### config.mk
export PLATFORM = sky130hd
export DESIGN_NAME = dps_synth_ctrl
export DESIGN_NICKNAME = d
export VERILOG_FILES = /design/src/rtl/dps_pkg.sv /design/src/rtl/dps_synth_ctrl.sv
export SDC_FILE = /design/constraint.sdc
export NUM_CORES = 1
export LEC_CHECK = 0
export BUFFER_PORTS_ARGS = -buffer_cell sky130_fd_sc_hd__buf_4
export CORE_ASPECT_RATIO = 0.7
export CORE_MARGIN = 1
export CORE_UTILIZATION = 23
export DETAILED_ROUTE_END_ITERATION = 12
export SLEW_MARGIN = 15
export SYNTH_ARGS = -nofsm -noshare
export SYNTH_HDL_FRONTEND = slang
export SYNTH_SLANG_ARGS = --single-unit
### constraint.sdc
create_clock -name CLK_I -period 5.5 [get_ports CLK_I]
set_input_delay 1.1 -clock CLK_I [delete_from_list [all_inputs] [get_ports CLK_I]]
set_output_delay 1.1 -clock CLK_I [all_outputs]
set_load 0.02 [all_outputs]
### src/rtl/dps_pkg.sv
// Package for the dual clock synthesizer control block
package dps_pkg;

  localparam int ADDR_W = 8;
  localparam int DATA_W = 8;
  localparam int NREGS  = 16;

  // Register indices
  localparam logic [7:0] OFS_SET0_MULT_LOW  = 8'h00;
  localparam logic [7:0] OFS_SET0_DIV_LOW   = 8'h01;
  localparam logic [7:0] OFS_SET0_HIGH_BITS = 8'h02;
  localparam logic [7:0] OFS_SET0_POST_DIV  = 8'h03;
  localparam logic [7:0] OFS_SET1_MULT_LOW  = 8'h04;
  localparam logic [7:0] OFS_SET2_MULT_LOW  = 8'h08;
  localparam logic [7:0] OFS_MEM_MULT       = 8'h0c;
  localparam logic [7:0] OFS_MEM_DIV        = 8'h0d;
  localparam logic [7:0] OFS_MEM_CONTROL    = 8'h0e;
  localparam logic [7:0] OFS_MISC_OUTPUT    = 8'h0f;
  localparam logic [7:0] OFS_LAST           = 8'h0f;

  // Field positions
  localparam int MULT_HI_LSB = 0;
  localparam int DIV_HI_LSB  = 4;
  localparam int POST_LSB    = 4;
  localparam int LOOP_DIV_BIT = 0;
  localparam int REF_DIV_BIT  = 1;
  localparam int NTSC_DIV_BIT = 2;
  localparam int MEM_SEL_BIT  = 7;
  localparam int CLK_SEL_LSB  = 2;

  localparam logic [9:0] DIVIDER_OFFSET = 10'h002;
  localparam logic [2:0] POST_CODE_MAX  = 3'h5;
  localparam logic [2:0] CHAR_LAST      = 3'h7;

  // Reset values: 25.175 MHz and 28.322 MHz from a 14.31818 MHz reference
  localparam logic [7:0] RST_MULT_25 = 8'h4e;
  localparam logic [7:0] RST_MULT_28 = 8'h58;
  localparam logic [7:0] RST_DIV     = 8'h59;
  localparam logic [7:0] RST_HIGH    = 8'h00;
  localparam logic [7:0] RST_POST    = 8'h11;
  localparam logic [7:0] RST_MEM_CTL = 8'h11;
  localparam logic [7:0] RST_MISC    = 8'h00;

  typedef enum logic [1:0] {SET_ZERO, SET_ONE, SET_TWO} dps_set_type;

  typedef struct packed {
    logic [9:0] mult_count;
    logic [9:0] div_count;
    logic [5:0] post_ratio;
    logic       loop_div16;
    logic       ref_div4;
    logic       ntsc_div;
  } dps_cfg_type;

  typedef struct packed {
    logic [ADDR_W-1:0] addr;
    logic [DATA_W-1:0] wdata;
    logic              wr;
    logic              rd;
  } dps_bus_type;

endpackage

### src/rtl/dps_synth_ctrl.sv
// Control block for the pixel and memory clock synthesizers
//
// The address map and strobed register access were chosen for this implementation.
`timescale 1ns/1ps
module dps_synth_ctrl (
  // Clock and reset
  input  wire logic                 CLK_I,
  input  wire logic                 RST_N_I,
  // Register port
  input  wire dps_pkg::dps_bus_type BUS_I,
  output logic [7:0]                RDATA_O,
  // Synthesized pixel clock pin, sampled
  input  wire logic                 PIXEL_CLOCK_I,
  // Loop settings
  output dps_pkg::dps_cfg_type      PIXEL_CFG_O,
  output dps_pkg::dps_cfg_type      MEM_CFG_O,
  output logic                      MEM_CLK_SEL_O,
  output logic [1:0]                PIXEL_SET_O,
  // Events
  output logic                      PIXEL_RETUNE_O,
  output logic                      MEM_RETUNE_O,
  output logic                      PIXEL_POST_STEP_O,
  output logic                      MEM_POST_STEP_O,
  output logic                      CHAR_TICK_O
);
  import dps_pkg::*;

  typedef struct packed {
    logic [NREGS-1:0][7:0] regs;
    logic [7:0]            rdata;
    dps_cfg_type           pix_cfg;
    dps_cfg_type           mem_cfg;
    logic [1:0]            pix_set;
    logic                  mem_sel;
    logic                  pix_retune;
    logic                  mem_retune;
    logic                  pix_step;
    logic                  mem_step;
    logic [2:0]            pin_sync;
    logic                  pin_level;
    logic [2:0]            char_cnt;
    logic                  char_tick;
  } dps_state_type;

  dps_state_type st_reg;
  dps_state_type st_next;
  logic [3:0]    widx;
  logic [3:0]    ridx;

  assign widx = BUS_I.addr[3:0];
  assign ridx = BUS_I.addr[3:0];

  // Post code to ratio; codes above 5 saturate at 32
  function automatic logic [5:0] post_ratio(input logic [2:0] code);
    logic [2:0] c;
    c = (code > POST_CODE_MAX) ? POST_CODE_MAX : code;
    return 6'h01 << c;
  endfunction

  // Pixel set decode: low bytes, shared high bits, post divider register
  function automatic dps_cfg_type pixel_cfg(input logic [7:0] m_lo, input logic [7:0] n_lo,
                                            input logic [7:0] hi, input logic [7:0] pd);
    dps_cfg_type c;
    c.mult_count = {hi[MULT_HI_LSB+:2], m_lo} + DIVIDER_OFFSET;
    c.div_count  = {hi[DIV_HI_LSB+:2], n_lo} + DIVIDER_OFFSET;
    c.post_ratio = post_ratio(pd[POST_LSB+:3]);
    c.loop_div16 = ~pd[LOOP_DIV_BIT];
    c.ref_div4   = pd[REF_DIV_BIT];
    c.ntsc_div   = pd[NTSC_DIV_BIT];
    return c;
  endfunction

  dps_cfg_type cfg_set [3];
  dps_cfg_type mem_cfg_now;
  logic [1:0]  sel_now;

  // One decoder per pixel set
  for (genvar g = 0; g < 3; g++) begin : g_set
    assign cfg_set[g] = pixel_cfg(st_reg.regs[4*g], st_reg.regs[4*g+1],
                                  st_reg.regs[4*g+2], st_reg.regs[4*g+3]);
  end

  // Misc select value 3 falls back to set two
  assign sel_now = (st_reg.regs[OFS_MISC_OUTPUT[3:0]][CLK_SEL_LSB+:2] == 2'h3) ? 2'h2 :
                   st_reg.regs[OFS_MISC_OUTPUT[3:0]][CLK_SEL_LSB+:2];

  always_comb begin
    mem_cfg_now.mult_count = {3'h0, st_reg.regs[OFS_MEM_MULT[3:0]][6:0]} + DIVIDER_OFFSET;
    mem_cfg_now.div_count  = {3'h0, st_reg.regs[OFS_MEM_DIV[3:0]][6:0]} + DIVIDER_OFFSET;
    mem_cfg_now.post_ratio = post_ratio(st_reg.regs[OFS_MEM_CONTROL[3:0]][POST_LSB+:3]);
    mem_cfg_now.loop_div16 = ~st_reg.regs[OFS_MEM_CONTROL[3:0]][LOOP_DIV_BIT];
    mem_cfg_now.ref_div4   = st_reg.regs[OFS_MEM_CONTROL[3:0]][REF_DIV_BIT];
    mem_cfg_now.ntsc_div   = st_reg.regs[OFS_MEM_CONTROL[3:0]][NTSC_DIV_BIT];
  end

  always_comb begin
    st_next = st_reg;
    // Writes land at once; no commit step, so the loop retunes next cycle
    if (BUS_I.wr && BUS_I.addr <= OFS_LAST) begin
      st_next.regs[widx] = BUS_I.wdata;
    end
    // Read data stands for one cycle only; unmapped reads give zero
    st_next.rdata = 8'h00;
    if (BUS_I.rd && BUS_I.addr <= OFS_LAST) begin
      st_next.rdata = st_reg.regs[ridx];
    end
    st_next.pix_set = sel_now;
    st_next.pix_cfg = cfg_set[sel_now];
    st_next.mem_cfg = mem_cfg_now;
    st_next.mem_sel = st_reg.regs[OFS_MEM_CONTROL[3:0]][MEM_SEL_BIT];
    st_next.pix_retune = (cfg_set[sel_now] != st_reg.pix_cfg);
    st_next.mem_retune = (mem_cfg_now != st_reg.mem_cfg);
    // Post ratio switches without waiting for lock; flag the glitch window
    st_next.pix_step = (cfg_set[sel_now].post_ratio != st_reg.pix_cfg.post_ratio);
    st_next.mem_step = (mem_cfg_now.post_ratio != st_reg.mem_cfg.post_ratio);
    // Three-stage pin sampler; level moves only when stages two and three agree
    st_next.pin_sync = {st_reg.pin_sync[1:0], PIXEL_CLOCK_I};
    if (st_reg.pin_sync[1] == st_reg.pin_sync[2]) begin
      st_next.pin_level = st_reg.pin_sync[2];
    end
    // Character clock: one tick per eight filtered pixel clock rising edges
    st_next.char_tick = 1'b0;
    if (st_next.pin_level && !st_reg.pin_level) begin
      st_next.char_cnt = st_reg.char_cnt + 3'h1;
      if (st_reg.char_cnt == CHAR_LAST) begin
        st_next.char_tick = 1'b1;
      end
    end
  end

  // Reset image of the register file
  function automatic logic [NREGS-1:0][7:0] reset_regs();
    logic [NREGS-1:0][7:0] r;
    r = '0;
    for (int s = 0; s < 3; s++) begin
      r[4*s]   = (s == 1) ? RST_MULT_28 : RST_MULT_25;
      r[4*s+1] = RST_DIV;
      r[4*s+2] = RST_HIGH;
      r[4*s+3] = RST_POST;
    end
    r[OFS_MEM_MULT[3:0]]    = RST_MULT_25;
    r[OFS_MEM_DIV[3:0]]     = RST_DIV;
    r[OFS_MEM_CONTROL[3:0]] = RST_MEM_CTL;
    r[OFS_MISC_OUTPUT[3:0]] = RST_MISC;
    return r;
  endfunction

  localparam logic [NREGS-1:0][7:0] REGS_RESET = reset_regs();
  localparam dps_cfg_type CFG_RESET_25 = pixel_cfg(RST_MULT_25, RST_DIV, RST_HIGH, RST_POST);

  always_ff @(posedge CLK_I or negedge RST_N_I) begin
    if (!RST_N_I) begin
      st_reg            <= '0;
      st_reg.regs       <= REGS_RESET;
      st_reg.pix_cfg    <= CFG_RESET_25;
      st_reg.mem_cfg    <= CFG_RESET_25;
    end else begin
      st_reg <= st_next;
    end
  end

  assign RDATA_O           = st_reg.rdata;
  assign PIXEL_CFG_O       = st_reg.pix_cfg;
  assign MEM_CFG_O         = st_reg.mem_cfg;
  assign MEM_CLK_SEL_O     = st_reg.mem_sel;
  assign PIXEL_SET_O       = st_reg.pix_set;
  assign PIXEL_RETUNE_O    = st_reg.pix_retune;
  assign MEM_RETUNE_O      = st_reg.mem_retune;
  assign PIXEL_POST_STEP_O = st_reg.pix_step;
  assign MEM_POST_STEP_O   = st_reg.mem_step;
  assign CHAR_TICK_O       = st_reg.char_tick;
endmodule

# == Word-level counts from Yosys, hierarchy flattened ==
# Index checks and enable logic that the tools add are counted.
# word_totals
n_memories,0
latch_bits,0
out_inout_bits,74
romBits,0
inputBits,21
ff_bits,205
ram_bits,0
# op_classes
shifts,4
reduce_logical,5
bitwise,5
n_lt_le_gt_ge,8
div_mod_pow,0
n_addsub,9
muxes,17
eq_ne,7
mul,0
# op_table
cell,n
$bwmux W128,1
$add A10 B2 Y10 const B,6
$bmux W29 S2,1
$mux W29,2
$bmux W8 S4,1
$demux W8 S4,1
$ne A29 B29 Y1,1
$ne A27 B27 Y1,1
$mux W8,3
$shl A1 B3 Y6 const A,4
$add A7 B2 Y8 const B,2
$gt A3 B3 Y1 const B,4
$mux W3,4
$ne A6 B6 Y1,2
$le A8 B4 Y1 const B,1
$lt A4 B5 Y1 const B,1
$ge A4 B1 Y1 const B,1
$logic_and A1 B1 Y1,4
$not A1 Y1,4
$add A3 B1 Y3 const B,1
$eq A3 B3 Y1 const B,1
$ge A3 B3 Y1 const B,1
$mux W1,3
$not A2 Y3,1
other kinds (4),4

# == Longest topological paths before layout ==
# Gate-level depths: netlist of the first run.
# depth
depth_word,7
ltp_mapped,9
mapped_depth_nobuf,8

# == Worst setup path after synthesis of the first run ==
# Ideal clock, no wire load.
# synth_timing
path_type,input -> register
startpoint,in BUS_I[10] in the netlist's numbering
endpoint,reg st_reg (netlist bit RDATA_O[7])
slack_ps,2572
arrival_ps,2802
path_stages,5
setup_ps,126
n_path_buf,2
path_cell_list,buf_2 -> buf_2 -> mux4_2 -> mux4_2 -> nor2b_1
# synth_rtl
item,line,rtl
start: declaration,dps_synth_ctrl.sv:10,"input wire dps_pkg::dps_bus_type BUS_I,"
end signal: assignment,dps_synth_ctrl.sv:158,st_reg <= st_next;
end: declaration,dps_synth_ctrl.sv:45,dps_state_type st_reg;

==> impl_metrics.env, run 1 <==
export IMPL_clock_path_buffers=3
export IMPL_critical_path_top_delay_family="simple AND/OR/NAND/NOR gates"
export IMPL_synth_simple_area_share_pct=10.4
export IMPL_grt_pass1_wl_mm=46.9
export IMPL_io_pins=95
export IMPL_synthAdderAreaFrac_pct=1.24
export IMPL_outcome="complete, no violations"
export IMPL_path_max_fanout=20
export IMPL_synthToLayoutAreaGrowth_pct=14.2
export IMPL_synth_edf_count=0
export IMPL_grt_max_degree=121
export IMPL_ys_seq_elements=205
export IMPL_final_setup_skew_ns=0.0207
export IMPL_first_pass_iters=4
export IMPL_crit_path_start="st_reg[203]$_DFFE_PN0P_"
export IMPL_fin_crit_ns=2.98
export IMPL_p_per_area_nw_per_um2=304
export IMPL_synth_cell_types=68
export IMPL_holdWs_ns=0.348
export IMPL_r2r_start="st_reg[203]$_DFFE_PN0P_"
export IMPL_max_freq_mhz=335
export IMPL_numCtsBuffers=23
export IMPL_peakVddDrop_v=0.000186
export IMPL_avgSynthCellArea_um2=12.4
export IMPL_htreeDepth=1
export IMPL_synthXorXnorAreaFrac_pct=6.63
export IMPL_clk_latency_ns=0.52
export IMPL_crit_top_cell="nand4_1"
export IMPL_die_area_um2=48400
export IMPL_drt_iter0_drc=625
export IMPL_vias=7101
export IMPL_hp_start="st_next[6]$_DFF_PN0_"
export IMPL_finalSetupTns_ns=0
export IMPL_io_buffers=90
export IMPL_drtAntennaViolNets=0
export IMPL_endpoint_kind="flip-flop"
export IMPL_period_share_pct=54.2
export IMPL_seq_area_um2=5200
export IMPL_synth_top_family_by_area="multiplexers"
export IMPL_cts_resized=0
export IMPL_worst_slew_pin_slew_ns=0.918
export IMPL_grt_pass1_vias=7190
export IMPL_synth_compound_area_share_pct=4.51
export IMPL_reg2reg_to="PIXEL_RETUNE_O$_DFF_PN0_"
export IMPL_grt_ovfl_total=0
export IMPL_cts_tree="done"
export IMPL_cp_num_cells=8
export IMPL_r2r_cells=8
export IMPL_die_x_um=263
export IMPL_criticalPathCategory="reg -> reg"
export IMPL_drc=0
export IMPL_cp_required_ns=5.89
export IMPL_fp_coreArea_um2=46700
export IMPL_synthesis_area_um2=10900
export IMPL_final_core_util_pct=26.8
export IMPL_dpl_hpwl_mm=22.1
export IMPL_globalplace_congestion=0.873
export IMPL_synthFlopType="dfrtp_1"
export IMPL_std_cell_rows=66
export IMPL_multi_input_area_um2=5020
export IMPL_start_kind="flip-flop"
export IMPL_max_slew_margin_pct=38.6
export IMPL_cts_root_buf="clkbuf_16"
export IMPL_wire_per_inst_um=20.2
export IMPL_hold_viol=0
export IMPL_fill_cells=4795
export IMPL_finalMaxSlewViolations=0
export IMPL_path_buf_inv=1
export IMPL_hold_path_class="reg -> reg"
export IMPL_p_leak_nw=5.39
export IMPL_vias_per_cell=4.67
export IMPL_total_power_w=0.00380
export IMPL_drv_cap=0
export IMPL_dieHeight_um=184
export IMPL_reg2reg_setup_slack_ns=2.52
export IMPL_drive_above_1_share_pct=36.9
export IMPL_largest_reg_flops=124
export IMPL_initial_core_util_pct=23.4
export IMPL_synth_mux_area_share_pct=23.0
export IMPL_post_cts_setup_buffers=0
export IMPL_rsz0062_at_grt="no"
export IMPL_finalSetupViolCount=0
export IMPL_n_antenna_cell=0
export IMPL_yosys_warnings=0
export IMPL_track_usage_pct=12.8
export IMPL_critPathArrivalTime_ns=3.37
export IMPL_nets=925
export IMPL_cpMaxStageDelayCell="dfrtp_1"
export IMPL_cts_sinks=205
export IMPL_ys_seq_area_share_pct=47.5
export IMPL_crit_chain="buf_4 -> mux2i_1 -> o21ai_0 -> xor2_1 -> nor4_1 -> nand4_1 -> nor4b_1 -> nand4_1"
export IMPL_clk_pin_slew_worst_paths_ns=0.06
export IMPL_cp_endpoint="PIXEL_RETUNE_O$_DFF_PN0_"
export IMPL_cts_hold_buf=0
export IMPL_synth_cells=882
export IMPL_max_stage_delay_ns=0.64
export IMPL_drt_wl_total_mm=30.7
export IMPL_async_flop_share_pct=100
export IMPL_antenna_found_initial=1
export IMPL_holdPathStages=0
synth_stat cells (8+ instances only):
| cell | instances | share of area, % |
|---|---|---|
| a21oi_1 | 10 | 0.46 |
| a31oi_1 | 8 | 0.46 |
| buf_2 | 15 | 0.69 |
| buf_4 | 68 | 4.7 |
| clkbuf_1 | 24 | 0.82 |
| dfrtp_1 | 150 | 34 |
| dfstp_2 | 55 | 13 |
| ha_1 | 10 | 1.1 |
| inv_1 | 9 | 0.31 |
| mux2_1 | 35 | 3.6 |
| mux2_2 | 93 | 9.6 |
| mux2i_1 | 17 | 1.6 |
| mux4_2 | 40 | 8.2 |
| nand2_1 | 41 | 1.4 |
| nand3_1 | 31 | 1.4 |
| nand4_1 | 13 | 0.74 |
| nor2_1 | 29 | 1.0 |
| nor2b_1 | 9 | 0.51 |
| nor3_1 | 15 | 0.69 |
| nor4_1 | 8 | 0.46 |
| o21ai_0 | 22 | 1.0 |
| xnor2_1 | 38 | 3.0 |
| xor2_1 | 43 | 3.4 |
routing by layer:
metal	global-route usage, %	vias up	wire length, um
li1	-	3171	-
met5	0	-	8
met3	3.19	46	1990
met1	17.8	3660	14200
met2	19.7	222	13900
met4	3.27	2	706
cell usage in the layout, fill, tap and decap left out, drive strengths merged, types with 4 or more instances in the layout:
cell and n:
dfstp 55, or3 5, nand4 13, a221oi 4
clkbuf 29, o221ai 4, o21ai 28, nor3 18
ha 10, nand3 31, buf 92, nor4 9
inv 12, nor2b 9, conb 4, nor2 32
xor2 43, mux2 128, nand2b 5, or4 5
mux2i 17, nor3b 5, a21oi 10, and4 6
a31oi 8, xnor2 39, mux4 40, dfrtp 150
nor4b 4, nand2 41, and3 6, clkinv 9
kinds of logic after synthesis:
group,after synthesis
compound gates,75
xor+xnor,82
fa+ha+maj,11
buf+inv,120
flops,205
mux,185
other cells,1
simple gates,203
layout make-up:
| type | count | area share, % |
|---|---|---|
| inverters | 11 | 0.331 |
| well taps | 612 | 6.13 |
| multi-input cells | 560 | 40.2 |
| repair buffers | 93 | 5.74 |
| flip-flops and latches | 205 | 41.6 |
| clock buffers | 28 | 5.00 |
| clock inverters | 13 | 0.972 |
worst min-delay path by stage:
stage | slack, ns | to
after floorplan | 0.33 | st_next[7]$_DFF_PN0_
after global placement | 0.34 | st_next[7]$_DFF_PN0_
after detailed placement | 0.34 | st_next[7]$_DFF_PN0_
after CTS | 0.35 | st_next[7]$_DFF_PN0_
after global routing | 0.35 | st_next[7]$_DFF_PN0_
final | 0.35 | st_next[7]$_DFF_PN0_
through the flow:
stage               instances  cell area, um^2  setup slack, ns
floorplan                 885            10900             2.57
finish                   1522            12500             2.52
CTS                      1522            12500             2.55
global route             1522            12500             2.33
global placement         1481            11700             2.21
detailed placement       1481            11700             2.15
power breakdown:
group / switching (W) / internal (W)
Clock: 0.000642 / 0.000901
Combinational: 0.000288 / 0.000231
Sequential: 0.000111 / 0.00162
Power figures use the tool's default switching activity.
==> run 2, diff against run 1 <==
clock period = 2.8 ns   (was 5.5 ns; I/O delays follow)
==> run 2 against run 1 <==
Compared with the run above: setup slack got worse by 2.3 ns; global-route usage grew 0.67 points; register-to-register slack lost 2.3 ns; count of clock-buffer cells in the layout rose by 2; total power is 97% higher; sequential power rose by 97%; non-clock buffer count rose by 30; sequential share of layout area fell by 0.93 points; hold slack worse by 0.28 ns; clock skew shrank 0.0065 ns; routed wire length grew 5.4%; core utilization increased by 0.61 points; critical path type unchanged; highest routed layer is now met4.
==> impl_metrics.env, run 2 (synthesis results as in run 1) <==
export IMPL_endpoint_kind="flip-flop"
export IMPL_hold_path_class="in -> async"
export IMPL_use_met2_pct=20.8
export IMPL_peakVddDrop_v=0.000353
export IMPL_drc=0
export IMPL_globalplace_congestion=0.915
export IMPL_p_leak_nw=5.57
export IMPL_setup_slack_ns=0.189
export IMPL_vias_per_cell=4.72
export IMPL_grt_pass1_wl_mm=48.7
export IMPL_first_pass_iters=5
export IMPL_antenna_found_initial=4
export IMPL_fp_coreArea_um2=46700
export IMPL_period_share_pct=93.3
export IMPL_wire_per_inst_um=20.9
export IMPL_seq_area_um2=5200
export IMPL_n_antenna_cell=0
export IMPL_finalSetupTns_ns=0
export IMPL_dieHeight_um=184
export IMPL_track_usage_pct=13.4
export IMPL_final_setup_skew_ns=0.0142
export IMPL_cts_root_buf="clkbuf_16"
export IMPL_critPathArrivalTime_ns=3.00
export IMPL_vias=7315
export IMPL_cp_required_ns=3.19
export IMPL_io_buffers=90
export IMPL_drtAntennaViolNets=0
export IMPL_std_cell_rows=66
export IMPL_fin_crit_ns=2.61
export IMPL_rsz0062_at_grt="no"
export IMPL_final_core_util_pct=27.4
export IMPL_pre_cts_slack_ns=0.216
export IMPL_use_met1_pct=18.9
export IMPL_largest_reg_flops=124
export IMPL_cts_hold_buf=0
export IMPL_post_cts_setup_buffers=0
export IMPL_dpl_hpwl_mm=23.9
export IMPL_drt_iter0_drc=737
export IMPL_path_max_fanout=7
export IMPL_drv_cap=0
export IMPL_nets=954
export IMPL_clock_path_buffers=3
export IMPL_hold_viol=0
export IMPL_grt_max_degree=72
export IMPL_outcome="complete, no violations"
export IMPL_worst_slew_pin_slew_ns=0.656
export IMPL_htreeDepth=1
export IMPL_p_per_area_nw_per_um2=587
export IMPL_cts_sinks=205
export IMPL_final_cell_mix="dfrtp_1 (150), buf_4 (116), mux2_2 (93)"
export IMPL_use_met3_pct=3.07
export IMPL_numCtsBuffers=22
export IMPL_cts_resized=0
export IMPL_max_slew_margin_pct=56.2
export IMPL_io_pins=95
export IMPL_die_area_um2=48400
export IMPL_criticalPathCategory="reg -> reg"
export IMPL_grt_pass1_vias=7217
export IMPL_cts_tree="done"
export IMPL_drive_above_1_share_pct=38.8
export IMPL_grt_ovfl_total=0
export IMPL_initial_core_util_pct=23.4
export IMPL_clk_pin_slew_worst_paths_ns=0.06
export IMPL_layout_commonest_cell="dfrtp_1"
export IMPL_drt_wl_total_mm=32.4
export IMPL_max_freq_mhz=383
export IMPL_clk_latency_ns=0.53
export IMPL_finalMaxSlewViolations=0
export IMPL_gr_max_usage_layer="met2"
export IMPL_start_kind="flip-flop"
export IMPL_synthToLayoutAreaGrowth_pct=16.8
export IMPL_multi_input_area_um2=5020
export IMPL_finalSetupViolCount=0
export IMPL_fill_cells=4794
export IMPL_die_x_um=263
==> run 2: power breakdown <==
| group | switching, W | internal [W] | leakage [nW] |
|---|---|---|---|
| clock | 0.00127 | 0.00177 | 0.373 |
| sequential | 0.000224 | 0.00319 | 2.57 |
| combinational | 0.000567 | 0.000481 | 2.62 |
==> run 2: area by class of cell <==
class                      instances  area share (%)
clock inverter                    10           0.872
multi-input combinational        560            39.3
sequential                       205            40.7
clock buffer                      30            4.94
timing repair buffer             123            7.87
inverter                          11           0.323
tap                              612            6.00
==> run 2: critical path: stages, from the launching register on <==
cell and delay [ns]:
dfstp_2 0.61, ha_1 0.29, xnor2_2 0.15, xnor2_1 0.11, or4_1 0.52, o21ai_1 0.13, nand4_1 0.15, nor4b_1 0.37
nand4_1 0.14
==> run 2: through the flow <==
step	power (W)	std cells	hold slack, ns	area (um^2)
final	0.00750	1551	0.0694	12800
after floorplan	0.00410	885	0.264	10900
after CTS	0.00759	1551	0.0744	12800
after global placement	0.00450	1511	0.337	12000
after global routing	0.00779	1551	0.0939	12800
after detailed placement	0.00452	1511	0.344	12000
==> run 2: path summary, 6_finish.rpt <==
kind,start,endpoint,slack (ns),depth (start not counted)
setup / recovery,st_reg[146]$_DFFE_PN1P_,PIXEL_RETUNE_O$_DFF_PN0_,0.19,8
hold / removal,RST_N_I,st_reg[111]$_DFFE_PN0P_,0.07,1
setup reg to reg,st_reg[146]$_DFFE_PN1P_,PIXEL_RETUNE_O$_DFF_PN0_,0.19,8
hold reg to reg,st_next[6]$_DFF_PN0_,st_next[7]$_DFF_PN0_,0.36,0
max in group asynchronous,RST_N_I,st_reg[105]$_DFFE_PN1P_,1.91,2
min in group CLK_I,PIXEL_CLOCK_I,st_next[6]$_DFF_PN0_,0.14,1
==> run 2: layer usage <==
layer	routed length, um	vias to the layer above	part of all wire [%]
met3	2420	51	7.5
met5	0	-	0
met2	14700	276	45
li1	-	3242	-
met1	14500	3746	45
met4	721	0	2.2
==> run 3, diff against run 2 <==
REMOVE_ABC_BUFFERS = 1   (was default)
SETUP_SLACK_MARGIN = 0.4   (was default)
==> run 3 against run 2 <==
Compared with the run above: critical path type unchanged; via count rose by 2.3%; flip-flop and latch count unchanged; final cell count is 1.3% higher; sequential share of layout area decreased by 0.66 points; maximum frequency up 2.1%; clock skew shrank 0.0036 ns.
==> impl_metrics.env, run 3 (synthesis results as in run 1) <==
export IMPL_p_leak_nw=5.67
export IMPL_n_antenna_cell=0
export IMPL_die_x_um=263
export IMPL_first_pass_iters=5
export IMPL_layout_commonest_cell="dfrtp_1"
export IMPL_io_pins=95
export IMPL_wl_met2_mm=13.6
export IMPL_finalSetupTns_ns=0
export IMPL_std_cell_rows=66
export IMPL_peakVddDrop_v=0.000397
export IMPL_dpl_cell_area_um2=12100
export IMPL_dieHeight_um=184
export IMPL_finalMaxSlewViolations=0
export IMPL_dpl_hpwl_mm=22.7
export IMPL_top_layer="met5"
export IMPL_final_core_util_pct=27.8
export IMPL_globalplace_congestion=0.916
export IMPL_grt_ovfl_total=0
export IMPL_synthToLayoutAreaGrowth_pct=18.7
export IMPL_hold_viol=0
export IMPL_drt_wl_total_mm=31.7
export IMPL_clock_path_buffers=3
export IMPL_initial_core_util_pct=23.4
export IMPL_max_slew_margin_pct=65.8
export IMPL_fin_area_um2=13000
export IMPL_htreeDepth=1
export IMPL_clk_latency_ns=0.52
export IMPL_vias=7483
export IMPL_p_per_area_nw_per_um2=573
export IMPL_swShare_pct=27.0
export IMPL_max_stage_delay_ns=0.49
export IMPL_finalSetupViolCount=0
export IMPL_numCtsBuffers=22
export IMPL_cts_tree="done"
export IMPL_drive_above_1_share_pct=40.8
export IMPL_largest_reg_flops=124
export IMPL_io_buffers=90
export IMPL_drtAntennaViolNets=0
export IMPL_antenna_found_initial=2
export IMPL_p_sw_w=0.00201
export IMPL_drv_cap=0
export IMPL_wire_per_inst_um=20.2
export IMPL_die_area_um2=48400
export IMPL_fp_coreArea_um2=46700
export IMPL_cts_root_buf="clkbuf_16"
export IMPL_combPwrFrac_pct=14.7
export IMPL_wl_met3_mm=2.29
export IMPL_final_cell_mix="dfrtp_1 (149), buf_4 (133), mux2_2 (93)"
export IMPL_outcome="complete, no violations"
export IMPL_p_int_w=0.00543
export IMPL_drt_iter0_drc=620
export IMPL_hold_path_class="in -> reg"
export IMPL_crit_top_cell="nand4_1"
export IMPL_nets=974
export IMPL_endpoint_kind="flip-flop"
export IMPL_p_seq_share_pct=45.7
export IMPL_cp_required_ns=3.19
export IMPL_rsz0062_at_grt="yes"
export IMPL_path_max_fanout=5
export IMPL_met1Wirelength_mm=15.3
export IMPL_period_share_pct=91.3
export IMPL_fin_crit_ns=2.56
export IMPL_max_freq_mhz=391
export IMPL_critPathArrivalTime_ns=2.94
export IMPL_grt_pass1_vias=7212
export IMPL_clk_pin_slew_worst_paths_ns=0.06
export IMPL_vias_per_cell=4.76
export IMPL_grt_pass1_wl_mm=47.0
export IMPL_drc=0
export IMPL_cts_sinks=205
export IMPL_criticalPathCategory="reg -> reg"
export IMPL_grt_max_degree=84
export IMPL_start_kind="flip-flop"
export IMPL_track_usage_pct=12.8
export IMPL_final_setup_skew_ns=0.0105
export IMPL_total_power_w=0.00744
export IMPL_cpMaxStageDelayCell="dfrtp_2"
export IMPL_clkPwrFrac_pct=39.6
export IMPL_worst_slew_pin_slew_ns=0.512
export IMPL_crit_chain="buf_4 -> clkbuf_16 -> mux2i_1 -> o21ai_1 -> xor2_1 -> nor3_1 -> nand4_1 -> nor4b_2 -> nand4_1"
run 3: cell types whose count changed in the layout (fill, tap and decap cells not counted), moves of 3 or more:
cell and delta:
o21ai_0 -3, o21ai_1 +3, clkbuf_16 +3, clkbuf_1 +3, buf_4 +17
run 3: area by class of cell:
type	instances	area, um^2
tap	612	766
clock buffer	34	667
multi-input combinational	560	5080
inverter	11	41.3
timing repair buffer	143	1180
sequential	205	5200
fill	4750	33700
clock inverter	6	55.1
run 3: worst paths after layout:
kind / startpoint / end / slack (ns) / cells past startpoint
min in group asynchronous: RST_N_I / PIXEL_POST_STEP_O$_DFF_PN0_ / 0.52 / 2
max: st_reg[203]$_DFFE_PN0P_ / PIXEL_RETUNE_O$_DFF_PN0_ / 0.24 / 9
max in group asynchronous: RST_N_I / st_reg[185]$_DFFE_PN1P_ / 1.43 / 3
max reg2reg: st_reg[203]$_DFFE_PN0P_ / PIXEL_RETUNE_O$_DFF_PN0_ / 0.24 / 9
min reg2reg: st_next[6]$_DFF_PN0_ / st_next[7]$_DFF_PN0_ / 0.36 / 0
min: PIXEL_CLOCK_I / st_next[6]$_DFF_PN0_ / 0.15 / 1
run 3: stage by stage:
step                      setup slack (ns)  hold slack [ns]  instances
after CTS                            0.352            0.128       1558
after global routing                 0.120            0.126       1571
final                                0.243            0.149       1571
after global placement               0.310            0.344       1517
after floorplan                      0.296            0.264        776
after detailed placement             0.274            0.344       1517
run 3: power by group through the flow:
| stage | registers, W | clock network (W) | logic, W |
|---|---|---|---|
| 5_1_grt | 0.00343 | 0.00316 | 0.00119 |
| 4_1_cts | 0.00339 | 0.00303 | 0.00109 |
| 6_report | 0.00340 | 0.00295 | 0.00109 |
| 3_3_place_gp | 0.00343 | 0 | 0.00106 |
| 2_1_floorplan | 0.00348 | 0 | 0.000482 |
| 3_5_place_dp | 0.00344 | 0 | 0.00107 |
run 3: worst max-delay path, delay by kind of cell (launching register included):
kind                      cells  cell delay, ns
AOI/OAI and AO/OA             1            0.26
buffers and inverters         2            0.32
DFF                           1            0.49
and+or+nand+nor               4            1.11
xor gates and xnor gates      1            0.11
muxes                         1            0.13
run 3: layer usage:
layer | vias to the layer above | GRT usage, %
met1 | 3916 | 19.0
li1 | 3269 | -
met4 | 4 | 2.42
met5 | - | 0
met2 | 251 | 18.9
met3 | 43 | 2.99
run 3: repair_timing:
action | 4_1_cts | 5_1_grt
gates resized for setup | 4 | 11
buffers inserted | 0 | 11
pin swaps | 2 | 7
setup endpoints to repair | 1 | 2
hold endpoints to repair | 28 | 0
cloned | 0 | 2
hold buffers | 1 | 0
